==> config.mk <==
export PLATFORM = sky130hd
export DESIGN_NAME = pmic_power_state_controller
export DESIGN_NICKNAME = d
export VERILOG_FILES = /design/src/pmic_pkg.sv /design/src/pmic_power_state_controller.sv
export SDC_FILE = /design/constraint.sdc
export NUM_CORES = 1
export LEC_CHECK = 0
export BUFFER_PORTS_ARGS = -buffer_cell sky130_fd_sc_hd__buf_2
export CORE_ASPECT_RATIO = 0.7
export CORE_MARGIN = 5
export CORE_UTILIZATION = 49
export DETAILED_ROUTE_END_ITERATION = 10
export GPL_ROUTABILITY_DRIVEN = 0
export PLACE_DENSITY_LB_ADDON = 0.12
export SLEW_MARGIN = 20
export SYNTH_ARGS = -nofsm -noshare
export SYNTH_HDL_FRONTEND = slang
export SYNTH_SLANG_ARGS = --single-unit
export TNS_END_PERCENT = 50
==> constraint.sdc <==
create_clock -name mclk_i -period 5.4 [get_ports mclk_i]
set_input_delay 0.54 -clock mclk_i [delete_from_list [all_inputs] [get_ports mclk_i]]
set_output_delay 0.54 -clock mclk_i [all_outputs]
set_load 0.005 [all_outputs]
==> src/pmic_pkg.sv <==
package pmic_pkg;
  // ------------------------------------------------------------
  // Timing
  // ------------------------------------------------------------
  localparam int CLK_PERIOD_NS = 40;
  localparam int TICK_PERIOD_NS = 1000000;
  localparam int TICK_CYCLES = TICK_PERIOD_NS / CLK_PERIOD_NS;
  localparam int PWR_REQ_TIMEOUT_MS = 5000;
  localparam int SLEEP_DELAY_MS = 1000;
  localparam int RESET_MIN_MS = 1000;
  localparam int PB_RESET_MS = 8000;
  localparam int MIN_OFF_MS = 100;
  // ------------------------------------------------------------
  // Register map and fields
  // ------------------------------------------------------------
  localparam logic [7:0] CTRL_ADDR = 8'h00;
  localparam logic [7:0] RAIL_ADDR = 8'h04;
  localparam logic [7:0] SLOT_ADDR = 8'h08;
  localparam logic [7:0] VOLT_ADDR = 8'h0C;
  localparam logic [7:0] SWCFG_ADDR = 8'h10;
  localparam logic [7:0] STATUS_ADDR = 8'h14;
  localparam int CTRL_SHUTDOWN_BIT = 0;
  localparam int CTRL_FOLLOW_BIT = 1;
  localparam int CTRL_CHARGE_BIT = 2;
  localparam int VOLT_A_LSB = 0;
  localparam int VOLT_B_LSB = 8;
  localparam int VOLT_CORE_LSB = 16;
  localparam int VOLT_W = 6;
  localparam int STAT_FAULT_BIT = 3;
  localparam int STAT_TIMEOUT_BIT = 4;
  localparam int STAT_WAKEMEM_BIT = 5;
  localparam int NUM_RAILS = 5;
  localparam int SLOT_W = 4;
  localparam int RAIL_CORE = 2;
  localparam logic [SLOT_W-1:0] SLOT_SEQ_FIRST = 4'h1;
  localparam logic [SLOT_W-1:0] SLOT_SEQ_LAST = 4'h6;
  localparam logic [2:0] STEP_TOP = 3'h7;
  localparam logic [NUM_RAILS*SLOT_W-1:0] SLOTS_RESET = 20'h4312F;
  // ------------------------------------------------------------
  // Types
  // ------------------------------------------------------------
  typedef enum logic [2:0] {
    ST_OFF = 3'h0, ST_WAIT = 3'h1, ST_ACTIVE = 3'h3,
    ST_PWRDN = 3'h2, ST_SLEEP = 3'h6, ST_RESET = 3'h7
  } pstate_t;
  typedef struct packed {
    logic load_switch_b; logic load_switch_a; logic core_buck_converter;
    logic standby_regulator_b; logic standby_regulator_a;
  } rails_t;
  typedef struct packed {
    logic [7:0] paddr; logic psel; logic penable; logic pwrite; logic [31:0] pwdata;
  } apb_req_t;
  typedef struct packed {logic [31:0] prdata; logic pready; logic pslverr;} apb_rsp_t;
  typedef struct packed {
    logic shutdown_sel; logic core_follow; logic charge_en; logic [1:0] sw_mode;
    logic [NUM_RAILS*SLOT_W-1:0] slots;
    logic [VOLT_W-1:0] core_v; logic [VOLT_W-1:0] reg_b_v; logic [VOLT_W-1:0] reg_a_v;
  } cfg_t;
  localparam cfg_t CFG_RESET = '{shutdown_sel: 1'b0, core_follow: 1'b0, charge_en: 1'b1,
    sw_mode: 2'h0, slots: SLOTS_RESET, core_v: 6'h0C, reg_b_v: 6'h06, reg_a_v: 6'h09};
  typedef struct packed {
    pstate_t state; logic [15:0] tick_cnt; logic tick; logic [13:0] ms_cnt;
    logic [13:0] pb_cnt; logic [2:0] step; logic [2:0] sy1; logic [2:0] sy2;
    logic [2:0] sy3; logic fault_latched; logic timeout_flag; logic wake_mem;
    logic notify_oe; logic [NUM_RAILS-1:0] rails; logic charger_on; logic osc_en;
    logic [VOLT_W-1:0] reg_b_set; cfg_t cfg; apb_rsp_t rsp;
  } ctl_t;
  localparam ctl_t CTL_RESET = '{state: ST_OFF, sy1: 3'h1, sy2: 3'h1, sy3: 3'h1,
    notify_oe: 1'b1, reg_b_set: 6'h06, cfg: CFG_RESET, default: '0};
endpackage

==> src/pmic_power_state_controller.sv <==
`timescale 1ns/1ns
// Functional notes
// - OFF keeps rails off, defaults, bus disabled
// - Leave OFF only on a wake event
// - Shutdown bit set plus request low gives OFF
// - Faults or request timeout force OFF
// - After fault, wait clear then fresh wake
// - Wake enables unslotted rails, pulls notify low
// - Request within 5 s, else OFF
// - ACTIVE entry starts power-up sequencer
// - Notify released once request is asserted
// - SLEEP exits on wake or request high
// - Shutdown bit clear: power-down, SLEEP after 1 s
// - SLEEP keeps unsequenced rails as they were
// - SLEEP entry restores all settings
// - Charger runs in SLEEP while supply present
// - Follow bit takes core buck voltage field
// - Regulators driven by slot or enable bit
// - Regulator A defaults to special slot 15
// - Slots writable only in ACTIVE, reset on SLEEP, OFF or RESET entry
// - Switches by sequencer or enable, mode bit
// - Oscillator runs with core buck on, charger on, or supply present outside OFF
// - Fault monitoring everywhere except OFF
// - Supply edge in min-off wait is remembered
// - Hardware reset: rails off, defaults, 1 s hold
// - Button held low resets every 8 s
module pmic_power_state_controller #(
  parameter int TICK_CYCLES = pmic_pkg::TICK_CYCLES,
  parameter int PWR_REQ_MS = pmic_pkg::PWR_REQ_TIMEOUT_MS,
  parameter int SLEEP_MS = pmic_pkg::SLEEP_DELAY_MS,
  parameter int RESET_MS = pmic_pkg::RESET_MIN_MS,
  parameter int PB_HOLD_MS = pmic_pkg::PB_RESET_MS,
  parameter int MIN_OFF_WAIT_MS = pmic_pkg::MIN_OFF_MS
) (
  input wire logic mclk_i,
  input wire logic rst_i,
  input wire pmic_pkg::apb_req_t apb_i,
  output pmic_pkg::apb_rsp_t apb_o,
  input wire logic push_button_in_i,
  input wire logic usb_present_i,
  input wire logic adapter_present_i,
  input wire logic host_power_request_i,
  input wire logic hw_reset_in_n_i,
  input wire logic overtemp_shutdown_i,
  input wire logic power_good_fail_i,
  input wire logic uvlo_i,
  output pmic_pkg::rails_t rails_o,
  output logic [5:0] standby_reg_a_voltage_o,
  output logic [5:0] standby_reg_b_setpoint_o,
  output logic [5:0] core_buck_voltage_o,
  output logic switch_a_regulator_mode_o,
  output logic switch_b_regulator_mode_o,
  output logic charger_on_o,
  output logic osc_en_o,
  output logic wake_notify_out_o,
  output logic wake_notify_oe_o
);
  import pmic_pkg::*;

  ctl_t s;
  ctl_t n;
  logic [NUM_RAILS-1:0] seq_slot;
  logic [NUM_RAILS-1:0] free_slot;
  logic [NUM_RAILS-1:0] up_hit;
  logic [NUM_RAILS-1:0] down_hit;
  logic fault_any;
  logic wake_ev;
  logic pb_low;
  logic pb_expire;
  logic supply;
  logic [31:0] rdata;
  logic mapped;
  logic wr;

  // ------------------------------------------------------------
  // Per-rail slot decode
  // ------------------------------------------------------------
  for (genvar i = 0; i < NUM_RAILS; i++) begin : g_rail
    logic [SLOT_W-1:0] slot;
    assign slot = s.cfg.slots[i*SLOT_W +: SLOT_W];
    // Slots 14 and 15 fall outside the sequenced range on purpose
    assign seq_slot[i] = (slot >= SLOT_SEQ_FIRST) && (slot <= SLOT_SEQ_LAST);
    assign free_slot[i] = !seq_slot[i];
    assign up_hit[i] = seq_slot[i] && (slot <= {1'b0, s.step});
    assign down_hit[i] = seq_slot[i] && (slot >= {1'b0, s.step});
  end

  // ------------------------------------------------------------
  // Events
  // ------------------------------------------------------------
  // Only the second and third sync stages are looked at
  assign pb_low = !s.sy2[0];
  assign wake_ev = (!s.sy2[0] && s.sy3[0]) || (s.sy2[1] && !s.sy3[1])
                   || (s.sy2[2] && !s.sy3[2]);
  assign fault_any = overtemp_shutdown_i || power_good_fail_i || uvlo_i;
  assign pb_expire = pb_low && s.tick && (s.pb_cnt == 14'(PB_HOLD_MS - 1));
  assign supply = s.sy2[1] || s.sy2[2];

  // ------------------------------------------------------------
  // Register read path
  // ------------------------------------------------------------
  always_comb begin
    rdata = 32'h0;
    mapped = 1'b1;
    case (apb_i.paddr)
      CTRL_ADDR: begin
        rdata[CTRL_SHUTDOWN_BIT] = s.cfg.shutdown_sel;
        rdata[CTRL_FOLLOW_BIT] = s.cfg.core_follow;
        rdata[CTRL_CHARGE_BIT] = s.cfg.charge_en;
      end
      RAIL_ADDR: rdata[NUM_RAILS-1:0] = s.rails;
      SLOT_ADDR: rdata[NUM_RAILS*SLOT_W-1:0] = s.cfg.slots;
      VOLT_ADDR: begin
        rdata[VOLT_A_LSB +: VOLT_W] = s.cfg.reg_a_v;
        rdata[VOLT_B_LSB +: VOLT_W] = s.cfg.reg_b_v;
        rdata[VOLT_CORE_LSB +: VOLT_W] = s.cfg.core_v;
      end
      SWCFG_ADDR: rdata[1:0] = s.cfg.sw_mode;
      STATUS_ADDR: begin
        rdata[2:0] = s.state;
        rdata[STAT_FAULT_BIT] = s.fault_latched;
        rdata[STAT_TIMEOUT_BIT] = s.timeout_flag;
        rdata[STAT_WAKEMEM_BIT] = s.wake_mem;
      end
      default: mapped = 1'b0;
    endcase
  end

  // A setup granted just before a fault must not write into the OFF defaults
  assign wr = apb_i.psel && apb_i.penable && s.rsp.pready && apb_i.pwrite
              && !s.rsp.pslverr && (s.state != ST_OFF);

  // ------------------------------------------------------------
  // Next state
  // ------------------------------------------------------------
  always_comb begin
    n = s;
    // Millisecond tick from a prescaler stands in for the oscillator
    n.tick = 1'b0;
    if (s.tick_cnt == 16'(TICK_CYCLES - 1)) begin
      n.tick_cnt = '0;
      n.tick = 1'b1;
    end else begin
      n.tick_cnt = s.tick_cnt + 16'h1;
    end
    if (s.tick && (s.ms_cnt != 14'h3FFF)) begin
      n.ms_cnt = s.ms_cnt + 14'h1;
    end
    n.sy1 = {adapter_present_i, usb_present_i, push_button_in_i};
    n.sy2 = s.sy1;
    n.sy3 = s.sy2;
    if (!pb_low || pb_expire) begin
      n.pb_cnt = '0;
    end else if (s.tick) begin
      n.pb_cnt = s.pb_cnt + 14'h1;
    end

    // Bus: a setup cycle is answered in the next cycle, no wait states
    n.rsp.pready = 1'b0;
    if (apb_i.psel && !apb_i.penable) begin
      n.rsp.pready = 1'b1;
      n.rsp.pslverr = (s.state == ST_OFF) || !mapped;
      n.rsp.prdata = (s.state == ST_OFF) ? 32'h0 : rdata;
    end
    if (wr) begin
      case (apb_i.paddr)
        CTRL_ADDR: begin
          n.cfg.shutdown_sel = apb_i.pwdata[CTRL_SHUTDOWN_BIT];
          n.cfg.core_follow = apb_i.pwdata[CTRL_FOLLOW_BIT];
          n.cfg.charge_en = apb_i.pwdata[CTRL_CHARGE_BIT];
        end
        RAIL_ADDR: n.rails = apb_i.pwdata[NUM_RAILS-1:0];
        SLOT_ADDR: begin
          if (s.state == ST_ACTIVE) begin
            n.cfg.slots = apb_i.pwdata[NUM_RAILS*SLOT_W-1:0];
          end
        end
        VOLT_ADDR: begin
          n.cfg.reg_a_v = apb_i.pwdata[VOLT_A_LSB +: VOLT_W];
          n.cfg.reg_b_v = apb_i.pwdata[VOLT_B_LSB +: VOLT_W];
          n.cfg.core_v = apb_i.pwdata[VOLT_CORE_LSB +: VOLT_W];
        end
        SWCFG_ADDR: n.cfg.sw_mode = apb_i.pwdata[1:0];
        STATUS_ADDR: begin
          if (apb_i.pwdata[STAT_TIMEOUT_BIT]) begin
            n.timeout_flag = 1'b0;
          end
        end
        default: ;
      endcase
    end

    unique case (s.state)
      ST_OFF: begin
        if (!fault_any) begin
          n.fault_latched = 1'b0;
        end
        // The latch still stands this cycle, so the clearing cycle's wake is ignored
        if (wake_ev && !s.fault_latched && !fault_any) begin
          n.state = ST_WAIT;
          n.rails = s.rails | free_slot;
          n.notify_oe = 1'b0;
        end
      end
      ST_WAIT: begin
        if (host_power_request_i) begin
          n.state = ST_ACTIVE;
          n.notify_oe = 1'b1;
          n.step = '0;
        end else if (s.ms_cnt >= 14'(PWR_REQ_MS)) begin
          n.state = ST_OFF;
          n.timeout_flag = 1'b1;
        end
      end
      ST_ACTIVE: begin
        if (s.tick && (s.step != STEP_TOP)) begin
          n.rails = n.rails | up_hit;
          n.step = s.step + 3'h1;
        end
        if (!host_power_request_i) begin
          if (s.cfg.shutdown_sel) begin
            n.state = ST_OFF;
          end else begin
            n.state = ST_PWRDN;
            n.step = STEP_TOP;
          end
        end
      end
      ST_PWRDN: begin
        // Only sequenced rails go down; the rest keep state
        if (s.tick && (s.step != 3'h0)) begin
          n.rails = n.rails & ~down_hit;
          n.step = s.step - 3'h1;
        end
        if (s.ms_cnt >= 14'(SLEEP_MS)) begin
          n.state = ST_SLEEP;
          n.cfg = CFG_RESET;
          n.wake_mem = 1'b0;
        end
      end
      ST_SLEEP: begin
        if (host_power_request_i) begin
          n.state = ST_ACTIVE;
          n.step = '0;
        end else if (s.ms_cnt < 14'(MIN_OFF_WAIT_MS)) begin
          if (wake_ev) begin
            n.wake_mem = 1'b1;
          end
        end else if (wake_ev || s.wake_mem) begin
          n.state = ST_WAIT;
          n.wake_mem = 1'b0;
          n.notify_oe = 1'b0;
          n.rails = n.rails | free_slot;
        end
      end
      ST_RESET: begin
        if (hw_reset_in_n_i && (s.ms_cnt >= 14'(RESET_MS))) begin
          n.state = ST_WAIT;
          n.notify_oe = 1'b0;
          n.rails = free_slot;
        end
      end
    endcase

    // Hardware reset or a long button press power-cycles the rails
    if ((s.state != ST_OFF) && (s.state != ST_RESET) && (!hw_reset_in_n_i || pb_expire)) begin
      n.state = ST_RESET;
    end
    if ((s.state != ST_OFF) && fault_any) begin
      n.state = ST_OFF;
      n.fault_latched = 1'b1;
    end
    if ((n.state == ST_OFF || n.state == ST_RESET) && n.state != s.state) begin
      n.rails = '0;
      n.cfg = CFG_RESET;
      n.notify_oe = 1'b1;
      n.wake_mem = 1'b0;
    end
    if (n.state != s.state) begin
      n.ms_cnt = '0;
    end

    // Registered outputs derived from the settled next values
    // Use the next synchronised supply bits so the charger never lags a supply change
    n.charger_on = (n.sy2[1] || n.sy2[2]) && (n.state != ST_OFF)
                   && ((n.state == ST_SLEEP) || n.cfg.charge_en);
    n.osc_en = n.rails[RAIL_CORE] || n.charger_on
               || ((n.sy2[1] || n.sy2[2]) && (n.state != ST_OFF));
    n.reg_b_set = n.cfg.core_follow ? n.cfg.core_v : n.cfg.reg_b_v;
  end

  always_ff @(posedge mclk_i or posedge rst_i) begin
    if (rst_i) begin
      s <= CTL_RESET;
    end else begin
      s <= n;
    end
  end

  // ------------------------------------------------------------
  // Outputs
  // ------------------------------------------------------------
  assign apb_o = s.rsp;
  assign rails_o = rails_t'(s.rails);
  assign standby_reg_a_voltage_o = s.cfg.reg_a_v;
  assign standby_reg_b_setpoint_o = s.reg_b_set;
  assign core_buck_voltage_o = s.cfg.core_v;
  assign switch_a_regulator_mode_o = s.cfg.sw_mode[0];
  assign switch_b_regulator_mode_o = s.cfg.sw_mode[1];
  assign charger_on_o = s.charger_on;
  assign osc_en_o = s.osc_en;
  // Open-drain: the pin only ever pulls low
  assign wake_notify_out_o = 1'b0;
  assign wake_notify_oe_o = s.notify_oe;
endmodule

=== Word level (Yosys, flattened, before mapping) ===
Cells that the tools add are included.

* Word-level logic and storage cells: 247
* Bits in registers: 144
* Input port bits: 53
* Output and inout port bits: 63

* Reduce and logical (&&, ||, !) cells: 83
* Order comparisons: 23
* Bitwise gates (word level): 5
* Add/sub/neg operators: 5
* Muxes and demuxes: 73
* Eq/ne operators: 30

{| class="wikitable"
|+ Operator list
! operator !! number
|-
| 2-to-1 mux 43 bit || 4
|-
| 2-to-1 mux 14 bit || 4
|-
| 2-to-1 mux 3 bit || 17
|-
| 2-to-1 mux 20 bit || 2
|-
| logical AND 1 bit || 38
|-
| adder 14 x 1 -> 14 bit (second input constant) || 2
|-
| one-hot mux 5 bit (5 select lines) || 1
|-
| 2-to-1 mux 6 bit || 4
|-
| inequality test 3 bit (second input constant) || 8
|-
| 2-to-1 mux 22 bit || 1
|-
| 2-to-1 mux 7 bit || 3
|-
| greater-or-equal comparator 4 x 1 -> 1 bit (second input constant) || 5
|-
| greater-or-equal comparator 4 x 3 -> 1 bit || 5
|-
| <= comparator 4 x 3 -> 1 bit || 5
|-
| <= comparator 4 x 3 -> 1 bit (second input constant) || 5
|-
| 2-to-1 mux 5 bit || 4
|-
| 2-to-1 mux 18 bit || 1
|-
| one-hot mux 3 bit (6 select lines) || 1
|-
| adder 16 x 1 -> 16 bit (second input constant) || 1
|-
| == test 16 x 15 -> 1 bit (second input constant) || 1
|-
| == test 8 x 4 -> 1 bit (second input constant) || 2
|-
| == test 8 x 5 -> 1 bit (second input constant) || 2
|-
| 2-to-1 mux 16 bit || 1
|-
| 2-to-1 mux 1 bit || 15
|-
| 42 further kinds || 87
|}

=== Longest topological paths before layout ===
Gate-level depths: netlist of run 1.

* Depth after elaboration: 19
* Depth in mapped cells: 12
* Gate-level depth less buffers: 10

=== Least setup slack after synthesis of run 1 ===
Ideal clock, no wire load.

* Kind: input to register
* Start: input apb_i[37] (netlist name)
* End: register s, in the netlist standby_reg_b_setpoint_o[2]
* Library setup time: 97 ps
* Setup slack: 2602 ps
* Cell stages on the path: 9
* Arrival: 2701 ps
* Cells stage by stage: clkbuf_1 or4b_2 nor4b_1 buf_2 buf_2 mux2i_1 nand2_1 mux2i_1 nand3_1

{| class="wikitable"
|+ RTL lines
! item !! RTL line !! text
|-
| start: declaration || pmic_power_state_controller.sv:37 || <nowiki>input wire pmic_pkg::apb_req_t apb_i,</nowiki>
|-
| end signal: assignment || pmic_power_state_controller.sv:296 || <nowiki>s <= n;</nowiki>
|-
| end: declaration || pmic_power_state_controller.sv:60 || <nowiki>ctl_t s;</nowiki>
|}

=== Worst setup path after layout of run 1 ===
* Start: register s[133] (netlist name)
* End: register s, in the netlist wake_notify_oe_o

* Cells in the longest elaborated chain, start to end: 11
* Elaborated cells on any way between the ends: 27

{| class="wikitable"
|+ Ends and longest elaborated chain
! item !! RTL line !! text
|-
| less-than comparator 14 x 7 -> 1 bit (tied with other cells) || pmic_power_state_controller.sv:245 || <nowiki>end else if (s.ms_cnt < 14'(MIN_OFF_WAIT_MS)) begin</nowiki>
|-
| 2-to-1 mux 3 bit (tied with other cells) || pmic_power_state_controller.sv:245 ||
|-
| 2-to-1 mux 3 bit (on tied branches) || pmic_power_state_controller.sv:242, pmic_power_state_controller.sv:206, pmic_power_state_controller.sv:257 ||
|-
| one-hot mux 3 bit (6 select lines) || pmic_power_state_controller.sv:193 || <nowiki>unique case (s.state)</nowiki>
|-
| 2-to-1 mux 3 bit || pmic_power_state_controller.sv:266 || <nowiki>if ((s.state != ST_OFF) && (s.state != ST_RESET) && (!hw_reset_in_n_i || pb_expire)) begin</nowiki>
|-
| 2-to-1 mux 3 bit || pmic_power_state_controller.sv:269 || <nowiki>if ((s.state != ST_OFF) && fault_any) begin</nowiki>
|-
| == test 3 bit / zero test 3 bit (equally long branches) || pmic_power_state_controller.sv:273 || <nowiki>if ((n.state == ST_OFF || n.state == ST_RESET) && n.state != s.state) begin</nowiki>
|-
| logical OR 1 bit || pmic_power_state_controller.sv:273 ||
|-
| logical AND 1 bit || pmic_power_state_controller.sv:273 ||
|-
| inequality test 3 bit (no source line) (tied with other cells) || - ||
|-
| AND reduction 7 bit (no source line) || - ||
|}

Parallel ways exist; a longest one is shown, timed or not.
A chain may end at the register's enable or synchronous reset.

==> reports/results.ini, run 1 <==
[layout]
diodes = 0
final_net_count = 958
fill_cells = 1437
area_growth_pct = 10.92
final_cells = 1119
drive_gt1_share_pct = 21.70

[placed_design]
dp_cells = 1087
port_buffers = 94
dp.final_hpwl_um = 15100

[floorplan]
die_h_um = 118.8
row_count = 39
io_pins = 116
fp.dieW_um = 165.4
core_area_um2 = 16440
die-area_um2 = 19650
start_util_pct = 50.38

[hold_path]
hold_class = input pin to flop
whs_path_depth = 1
hp-start = push_button_in_i
hold_end = n[97]

[clocking]
cts_buffer_depth = 2
worst_skew_pair.late_latency_ns = 0.43
cts_max_level = 4
cts_made_buffers = 17
cts_resized = 0
cts_tree = done
ctsHoldBuffers = 0
post_cts_buffers = 0
clk_pin_slew_ns = 0.06
clock_sinks = 144
clock-root-buffer = clkbuf_16

[logic_synthesis]
synthArstFlopShare_pct = 100.0
synth.most_common_cell = dfrtp_1
synth_common_cells = 122 x dfrtp_1, 70 x nor2_1, 69 x mux2i_1, 59 x nand2_1, 58 x buf_4
synth.distinct_cells = 63
yosysWarningCount = 0
synth-edff-count = 0
synth.top_cell.area_share_pct = 36.85
yosys_register_bits = 144
synth.area.top_cells = dfrtp_1 37%, mux2i_1 8.3%, dfstp_2 7.0%
syn_inst = 843
synth_top_cell_by_area = dfrtp_1
synth_flop_cell = dfrtp_1
yosysSeqAreaShare_pct = 43.82
syn_area_per_cell_um2 = 9.829
syn-cell-area_um2 = 8285

[drt]
drc_errors = 0
wl_per_cell_um = 19.02
routed_wl_um = 21280
drt_iter0_markers = 612
num_vias = 6485
drt_pre_antenna_iters = 5
drt.antenna.violating_nets = 0
drt-vias-per-instance = 5.795

[worst_setup_path]
path_buf_inv = 0
r2r_setup_slack_ns = 1.76
r2r-end = wake_notify_oe_o
r2r-start = s[133]
crit_family = compound AO/OA/AOI/OAI gates
worst_setup_path_end_kind = flop
crit_chain = nor4_1 > o31a_1 > or2_2 > o2111ai_2 > o2bb2ai_1 > o31ai_4 > o211ai_1
cp.arrival_ns = 3.94
cp_max_fo = 22
ff2ff_path_depth = 7
required_ns = 5.70
critical_path_class = flop to flop
startpoint_type = flop
crit_slowest_cell = o31ai_4
max_stage_delay_ns = 0.93

[grt]
antenna_found_initial = 0
grt_pass1_vias = 6458
grt_max_degree = 98
grt_pass1_wl_um = 34630
grt_use_total_pct = 22.33
overflow = 0

[power]
p_comb_share_pct = 28.9
seq_power_share_pct = 35.1
ir_worst_vdd_uv = 500.4
leakage_nw = 4.312
p_sw_mw = 1.283
power_density_nw_per_um2 = 373.7
p_clk_share_pct = 36.1
p_int_mw = 2.151
switching_share_pct = 37.36

[timing]
period_needed_ns = 3.638
skew_ns = 0.009930
finalHoldViolations = 0
fmax_mhz = 274.9
tightestPinTransition_ns = 1.067
setup_viol = 0
drv_slew = 0
finalCritPeriodShare_pct = 67.37
slew_headroom_pct = 28.90
fin_tns_setup_ns = 0
rsz0062_at_grt = no

[run]
maxCapViolCount = 0

[status]
outcome = complete, no violations

==> state kept, by name, summed over array words and instances, names as in the netlist <==
register / cells
s: 66
apb_o: 24
g_rail.slot: 20
core_buck_voltage_o: 6
n: 6
standby_reg_a_voltage_o: 6
standby_reg_b_setpoint_o: 6
rails_o: 5
charger_on_o: 1
osc_en_o: 1
switch_a_regulator_mode_o: 1
switch_b_regulator_mode_o: 1
wake_notify_oe_o: 1
==> cell usage in the layout (no fill, tap or decap), drive strengths merged, types with 3 or more instances in the layout <==
| master | instances |
|---|---|
| o21ai | 45 |
| dfstp | 22 |
| clkinvlp | 4 |
| and3 | 15 |
| or2 | 3 |
| or4 | 6 |
| ha | 24 |
| nor2 | 70 |
| o31a | 4 |
| nand2b | 4 |
| and2 | 8 |
| buf | 102 |
| o22ai | 9 |
| inv | 23 |
| a22o | 12 |
| or3 | 10 |
| xnor2 | 18 |
| mux2 | 3 |
| a21oi | 25 |
| nor3b | 6 |
| o41ai | 3 |
| clkinv | 3 |
| nand4 | 12 |
| mux2i | 69 |
| nor4 | 7 |
| dfrtp | 122 |
| a31oi | 9 |
| bufinv | 3 |
| nand2 | 59 |
| clkbuf | 18 |
| conb | 11 |
| nor2b | 17 |
| xor2 | 18 |
| o31ai | 3 |
| a2111oi | 5 |
| nand3 | 42 |
| nand4b | 7 |
| nor3 | 47 |
==> cells by family after synthesis <==
kind of cell / after synthesis / share of synthesized area [%]
AOI/OAI and AO/OA: 134 / 11.17
xor gates and xnor gates: 36 / 3.805
adders and majority gates: 24 / 3.624
buffers and inverters: 112 / 8.049
DFF: 144 / 43.82
muxes: 74 / 9.287
other: 1 / 0.04526
and+or+nand+nor: 318 / 20.19
==> cell type report <==
class | instances | area [µm²] | area share, %
multi-input combinational | 597 | 4051 | 44.08
sequential | 144 | 3631 | 39.51
timing repair buffer | 102 | 530.5 | 5.773
clock buffer | 18 | 439.2 | 4.779
tap | 225 | 281.5 | 3.063
clock inverter | 14 | 180.2 | 1.961
inverter | 19 | 76.32 | 0.8305
==> routing by layer <==
layer,wire length (µm),GRT usage [%],share of wire (%)
met5,0,0,0
met4,274,5.770,1.3
met3,1716,6.019,8.1
met2,8818,30.76,41
met1,10470,34.50,49
==> worst max-delay path by stage <==
stage               slack [ns]  cells past startpoint                to   start
floorplan                 1.03                      1          apb_o[0]   rst_i
global placement          1.74                      7          osc_en_o  s[113]
detailed placement        1.74                      7          osc_en_o  s[113]
global route              1.50                     10  wake_notify_oe_o  s[151]
finish                    1.76                      7  wake_notify_oe_o  s[133]
CTS                       1.69                      7          osc_en_o  s[113]
==> per-stage QoR <==
stage	worst slack (ns)	power (mW)	hold slack [ns]	util, %	instance area [µm²]
2_1_floorplan	1.030	1.953	0.3452	-	8323
3_3_place_gp	1.738	2.135	0.3485	52.07	8563
3_5_place_dp	1.743	2.166	0.3492	52.07	8563
4_1_cts	1.692	3.412	0.1867	55.84	9183
5_1_grt	1.498	3.607	0.1951	55.89	9190
6_report	1.762	3.434	0.2054	55.89	9190
==> power by group through the flow <==
stage	logic, mW	registers, mW	clock network (mW)
floorplan	0.782	1.17	0
global placement	0.917	1.22	0
detailed placement	0.947	1.22	0
CTS	0.952	1.20	1.26
global route	1.09	1.21	1.31
finish	0.991	1.20	1.24
==> worst reg2reg max path, stage by stage (launching register included) <==
cell and delay, ns:
dfrtp_1 0.45, nor4_1 0.49, o31a_1 0.36, or2_2 0.49
o2111ai_2 0.31, o2bb2ai_1 0.28, o31ai_4 0.93, o211ai_1 0.21
No activity file was read; power rests on OpenSTA's default activity.
==> inputs of run 2 (changes only) <==
Settings changed: ABC_AREA set to 1.
Clock period 5.4 ns to 3.2 ns, I/O delays scaled along.
==> run 2 against run 1 <==
Net effect:
- first-iteration DRC count up 9.2%
- maximum frequency is 39% higher
- utilization is 0.19 points lower
- largest cell class unchanged
==> reports/results.ini, run 2 <==
[status]
outcome = complete, no violations

[worst_setup_path]
cp_common_cell = nand2_1
required_ns = 3.55
ff2ff_path_depth = 14
crit_slowest_cell = dfrtp_1
r2r-start = s[152]
worst_setup_path_end_kind = flop
startpoint_type = flop
crit_family = simple AND/OR/NAND/NOR gates
path_buf_inv = 5
cp_max_fo = 27
crit_chain = inv_2 > nand2_4 > nor2_8 > inv_4 > ha_1 > inv_1 > nand2_1 > nand2_1 > nand2_1 > inv_2 > nand3_4 > nand2_8 > inv_4 > or2_1
cp.arrival_ns = 2.98
max_stage_delay_ns = 0.45
r2r_setup_slack_ns = 0.57
critical_path_class = flop to flop
r2r-end = core_buck_voltage_o[3]

[logic_synthesis]
syn-cell-area_um2 = 8528
synth.distinct_cells = 57
synth.area.top_cells = dfrtp_1 36%, nand2_1 8.5%, dfstp_2 6.8%
synth.most_common_cell = nand2_1
syn_inst = 1064
synth-edff-count = 0
synthArstFlopShare_pct = 100.0
synth_top_cell_by_area = dfrtp_1
synth_common_cells = 192 x nand2_1, 144 x inv_1, 122 x dfrtp_1, 111 x nor2_1, 60 x buf_4
yosys_register_bits = 144
syn_area_per_cell_um2 = 8.015
yosysSeqAreaShare_pct = 42.58
yosysWarningCount = 0
synth.top_cell.area_share_pct = 35.80
synth_flop_cell = dfrtp_1

[clocking]
cts_max_level = 4
cts_resized = 0
cts_tree = done
cts_buffer_depth = 2
clock_sinks = 144
clock-root-buffer = clkbuf_16
post_cts_buffers = 0
worst_skew_pair.late_latency_ns = 0.42
cts_made_buffers = 17
clk_pin_slew_ns = 0.06

[drt]
drt_pre_antenna_iters = 5
routed_wl_um = 21780
drc_errors = 0
drt-vias-per-instance = 5.166
num_vias = 7077
drt.antenna.violating_nets = 0
wl_per_cell_um = 15.90
drt_iter0_markers = 668

[floorplan]
die-area_um2 = 20180
fp.dieW_um = 167.7
die_h_um = 120.4
core_area_um2 = 17120
io_pins = 116
start_util_pct = 49.82
row_count = 40

[layout]
fin_util_pct = 55.69
diodes = 0
fill_cells = 1609
mostFrequentLayoutCell = nand2_1
area_growth_pct = 11.78
final_cell_mix = 192 x nand2_1, 143 x inv_1, 122 x dfrtp_1, 111 x nor2_1, 94 x buf_2
drive_gt1_share_pct = 19.67
largest_register_ffs = 66
design_area_um2 = 9533
regMostFlops = s
final_net_count = 1203

[timing]
drv_slew = 0
rsz0062_at_grt = no
period_needed_ns = 2.627
finalCritPeriodShare_pct = 82.08
skew_ns = 0.01154
setup_viol = 0
finalHoldViolations = 0
fin_tns_setup_ns = 0
slew_headroom_pct = 44.83
tightestPinTransition_ns = 0.8275
fmax_mhz = 380.7

[power]
leakage_nw = 4.763
power_density_nw_per_um2 = 642.6
ir_worst_vdd_uv = 360.6

[grt]
overflow = 0
grt_pass1_wl_um = 35010
grt_pass1_vias = 6543
grt_max_degree = 145
grt_use_total_pct = 21.95
antenna_found_initial = 0

[placed_design]
port_buffers = 94
dp.final_hpwl_um = 15960
place_area_um2 = 8902

[hold_path]
hold_class = input pin to async pin

[run]
maxCapViolCount = 0

[run 2: cell families after synthesis]
kind of cell / synth area share, %
XOR/XNOR: 1.951
buffers and inverters: 13.38
adder cells (fa/ha/maj): 3.521
flip-flops: 42.58
multiplexers: 0.3521
AO/OA/AOI/OAI: 13.79
other: 0.04397
AND/OR/NAND/NOR: 24.38
[run 2: layout make-up]
| type | instances | area [µm²] | area share [%] |
|---|---|---|---|
| well taps | 231 | 289.0 | 3.032 |
| flip-flops and latches | 144 | 3631 | 38.09 |
| clock buffers | 23 | 467.9 | 4.909 |
| multi-input cells | 694 | 3800 | 39.86 |
| clock inverters | 9 | 132.6 | 1.391 |
| inverters | 160 | 609.3 | 6.392 |
| repair buffers | 109 | 603.1 | 6.326 |
[run 2: worst max path at each step]
| stage | from | cells after the start | endpoint |
|---|---|---|---|
| 2_1_floorplan | rst_i | 1 | apb_o[0] |
| 3_3_place_gp | s[153] | 14 | core_buck_voltage_o[3] |
| 3_5_place_dp | s[153] | 14 | core_buck_voltage_o[3] |
| 4_1_cts | s[152] | 14 | core_buck_voltage_o[3] |
| 5_1_grt | s[152] | 14 | core_buck_voltage_o[3] |
| 6_report | s[152] | 14 | core_buck_voltage_o[3] |
[run 2: worst register-to-register path: cells and delay by family (launching register included)]
kind	cells	cell delay, ns
adders and majority gates	1	0.24
buffers and inverters	5	0.76
DFF	1	0.45
and+or+nand+nor	8	1.11
[run 2: routing by layer]
| metal | vias up | share of wire, % | wire length (µm) | track usage [%] |
|---|---|---|---|---|
| li1 | 3566 | - | - | - |
| met4 | 0 | 0.85 | 185 | 4.612 |
| met5 | - | 0 | 0 | 0 |
| met2 | 246 | 39 | 8418 | 29.05 |
| met3 | 17 | 9.1 | 1992 | 6.340 |
| met1 | 3248 | 51 | 11190 | 35.02 |
[run 2: metrics by stage]
step	total power [mW]	std cells	worst slack, ns	hold WS (ns)
6_report	6.126	1370	0.5735	0.05975
5_1_grt	6.522	1370	0.3593	0.1149
4_1_cts	6.172	1369	0.5896	0.001404
3_5_place_dp	4.117	1335	0.6281	0.3558
3_3_place_gp	4.102	1335	0.6159	0.3497
2_1_floorplan	3.643	1074	1.093	0.3245
[run 2: where the power goes]
part,switching [mW],internal [mW]
sequential,0.0931,1.91
combinational,1.51,0.587
clock,0.758,1.27
total,2.36,3.76
[run 2: what timing repair did]
| action | CTS | global route |
|---|---|---|
| endpoints found under the hold margin | 2 | 1 |
| endpoints found under the setup margin | 0 | 0 |
| hold buffers | 2 | 1 |
==> inputs of run 3 (changes only) <==
Clock period 3.2 ns to 2.15 ns, I/O delays scaled along.
==> run 3 against run 2 <==
Net effect:
- the run now ends with negative hold slack, negative setup slack left
- non-clock buffer count up 97
- die area stayed put
- sequential share of layout area down 3.7 points
- critical endpoint is now standby_reg_a_voltage_o[5]
- largest cell class unchanged
==> reports/results.ini, run 3 (synthesis gave the netlist of run 2 again) <==
[layout]
regMostFlops = s
diodes = 0
largest_register_ffs = 66
final_net_count = 1301
drive_gt1_share_pct = 30.56
design_area_um2 = 10570
mostFrequentLayoutCell = nand2_1
seqCellArea_um2 = 3632
final_cells = 1468
fin_util_pct = 61.73
final_cell_mix = 174 x nand2_1, 139 x inv_1, 121 x dfrtp_1, 96 x nor2_1, 94 x buf_2
area_growth_pct = 23.90
multiInputGateArea_um2 = 3993
fill_cells = 1519

[grt]
antenna_found_initial = 0
overflow = 0
grt_pass1_vias = 7005
grt_max_degree = 145
busiest_layer = met1
grt_pass1_wl_um = 37620
grtUsageMet1_pct = 38.11
grt_use_total_pct = 23.64
met2_usage_pct = 31.27
grtUsageMet3_pct = 6.340

[timing]
final.setup.worst_slack_ns = -0.06436
fin_tns_setup_ns = -1.276
finalCritPeriodShare_pct = 103.0
fmax_mhz = 451.6
slew_headroom_pct = 48.18
period_needed_ns = 2.214
drv_slew = 0
finalHoldViolations = 7
setup_viol = 48
tightestPinTransition_ns = 0.7773
rsz0062_at_grt = yes
finalHoldWorstSlack_ns = -0.006158
skew_ns = 0.01448

[clocking]
cts_made_buffers = 17
cts_max_level = 4
clock-root-buffer = clkbuf_16
clk_pin_slew_ns = 0.06
cts_buffer_depth = 2
cts_tree = done
worst_skew_pair.late_latency_ns = 0.43
clock_sinks = 144

[worst_setup_path]
cp_max_fo = 7
required_ns = 2.51
max_stage_delay_ns = 0.35
r2r-start = s[107]
cp_common_cell = nand2_2
path_buf_inv = 3
r2r_setup_slack_ns = -0.06
r2r-end = standby_reg_a_voltage_o[5]
critical_path_class = flop to flop
crit_slowest_cell = dfrtp_1
cp.arrival_ns = 2.58
ff2ff_path_depth = 16
startpoint_type = flop
crit_family = simple AND/OR/NAND/NOR gates
crit_chain = ha_2 > nand3_2 > nor2_2 > nand2_2 > o21ai_4 > nand2_4 > nand2_4 > inv_2 > nand2_2 > nand3_2 > nand2_2 > nand3_4 > nand2_8 > inv_8 > buf_12 > a21oi_2
worst_setup_path_end_kind = flop

[power]
p_clk_share_pct = 27.6
p_sw_mw = 4.215
switching_share_pct = 38.71
seq_power_share_pct = 27.1
p_comb_share_pct = 45.3
ir_worst_vdd_uv = 643.2
p_int_mw = 6.673
leakage_nw = 5.309
power_mw = 10.89
power_density_nw_per_um2 = 1030

[drt]
drt.antenna.violating_nets = 0
wl_per_cell_um = 16.15
drt-vias-per-instance = 5.174
num_vias = 7595
drc_errors = 0
drt_iter0_markers = 656
routed_wl_um = 23710
drt_pre_antenna_iters = 6

[placed_design]
post-place-ws_ns = -0.1238
place_area_um2 = 9538
port_buffers = 94
dp_cells = 1413
dp.final_hpwl_um = 17410

[status]
outcome = finished with violations
violations = negative hold slack, negative setup slack

[hold_path]
hold_class = input pin to async pin

[floorplan]
die-area_um2 = 20180
row_count = 40
die_h_um = 120.4
start_util_pct = 49.82
io_pins = 116
core_area_um2 = 17120
fp.dieW_um = 167.7

[run]
maxCapViolCount = 0

-- run 3: cell count changes in the layout (fill, tap and decap cells not counted), moves of 4 or more --
cell and delta:
inv_1 -4, nand3_1 -7, nand2_1 -18, buf_12 +4, nand3_2 +6, nor2_2 +13
inv_2 +4, nand2_2 +17, nor2_1 -15, buf_4 +81, buf_6 +9
-- run 3: cell type report --
type,count,share of cell area (%)
Sequential cell,144,34.38
Tap cell,231,2.735
Clock inverter,13,1.445
Inverter,160,5.814
Multi-Input combinational cell,695,37.79
Clock buffer,19,4.192
Timing Repair Buffer,206,13.65
-- run 3: what timing repair did --
| item | 4_1_cts | 5_1_grt |
|---|---|---|
| pin swaps | 13 | 17 |
| hold buffers | 4 | 0 |
| buffers inserted | 9 | 9 |
| resized for setup | 27 | 48 |
| hold endpoints to repair | 4 | 0 |
| cloned | 1 | 1 |
| endpoints found under the setup margin | 53 | 79 |
-- run 3: power by group through the flow --
| stage | Clock, mW | Sequential (mW) | Combinational (mW) |
|---|---|---|---|
| 6_report | 3.00 | 2.95 | 4.93 |
| 5_1_grt | 3.17 | 2.97 | 5.34 |
| 4_1_cts | 3.06 | 2.95 | 4.41 |
| 3_5_place_dp | 0 | 3.00 | 3.97 |
| 3_3_place_gp | 0 | 2.99 | 3.93 |
| 2_1_floorplan | 0 | 2.97 | 2.45 |
-- run 3: metal layers --
metal | vias up | wire (µm)
met5 | - | 0
met4 | 0 | 246
met3 | 16 | 2092
met2 | 289 | 9271
met1 | 3532 | 12100
li1 | 3758 | -
-- run 3: worst max-delay path by stage --
stage	start	end	slack (ns)	depth (start not counted)
5_1_grt	s[130]	standby_reg_b_setpoint_o[3]	-0.19	16
3_5_place_dp	s[106]	standby_reg_a_voltage_o[5]	-0.12	16
4_1_cts	s[107]	standby_reg_a_voltage_o[5]	-0.05	16
3_3_place_gp	s[106]	standby_reg_a_voltage_o[5]	-0.1	16
2_1_floorplan	s[106]	core_buck_voltage_o[3]	0.13	15
6_report	s[107]	standby_reg_a_voltage_o[5]	-0.06	16
-- run 3: tightest hold or removal path: stages --
cell        delay (ns)
buf_2             0.11
clkinvlp_4        0.07
buf_12            0.53
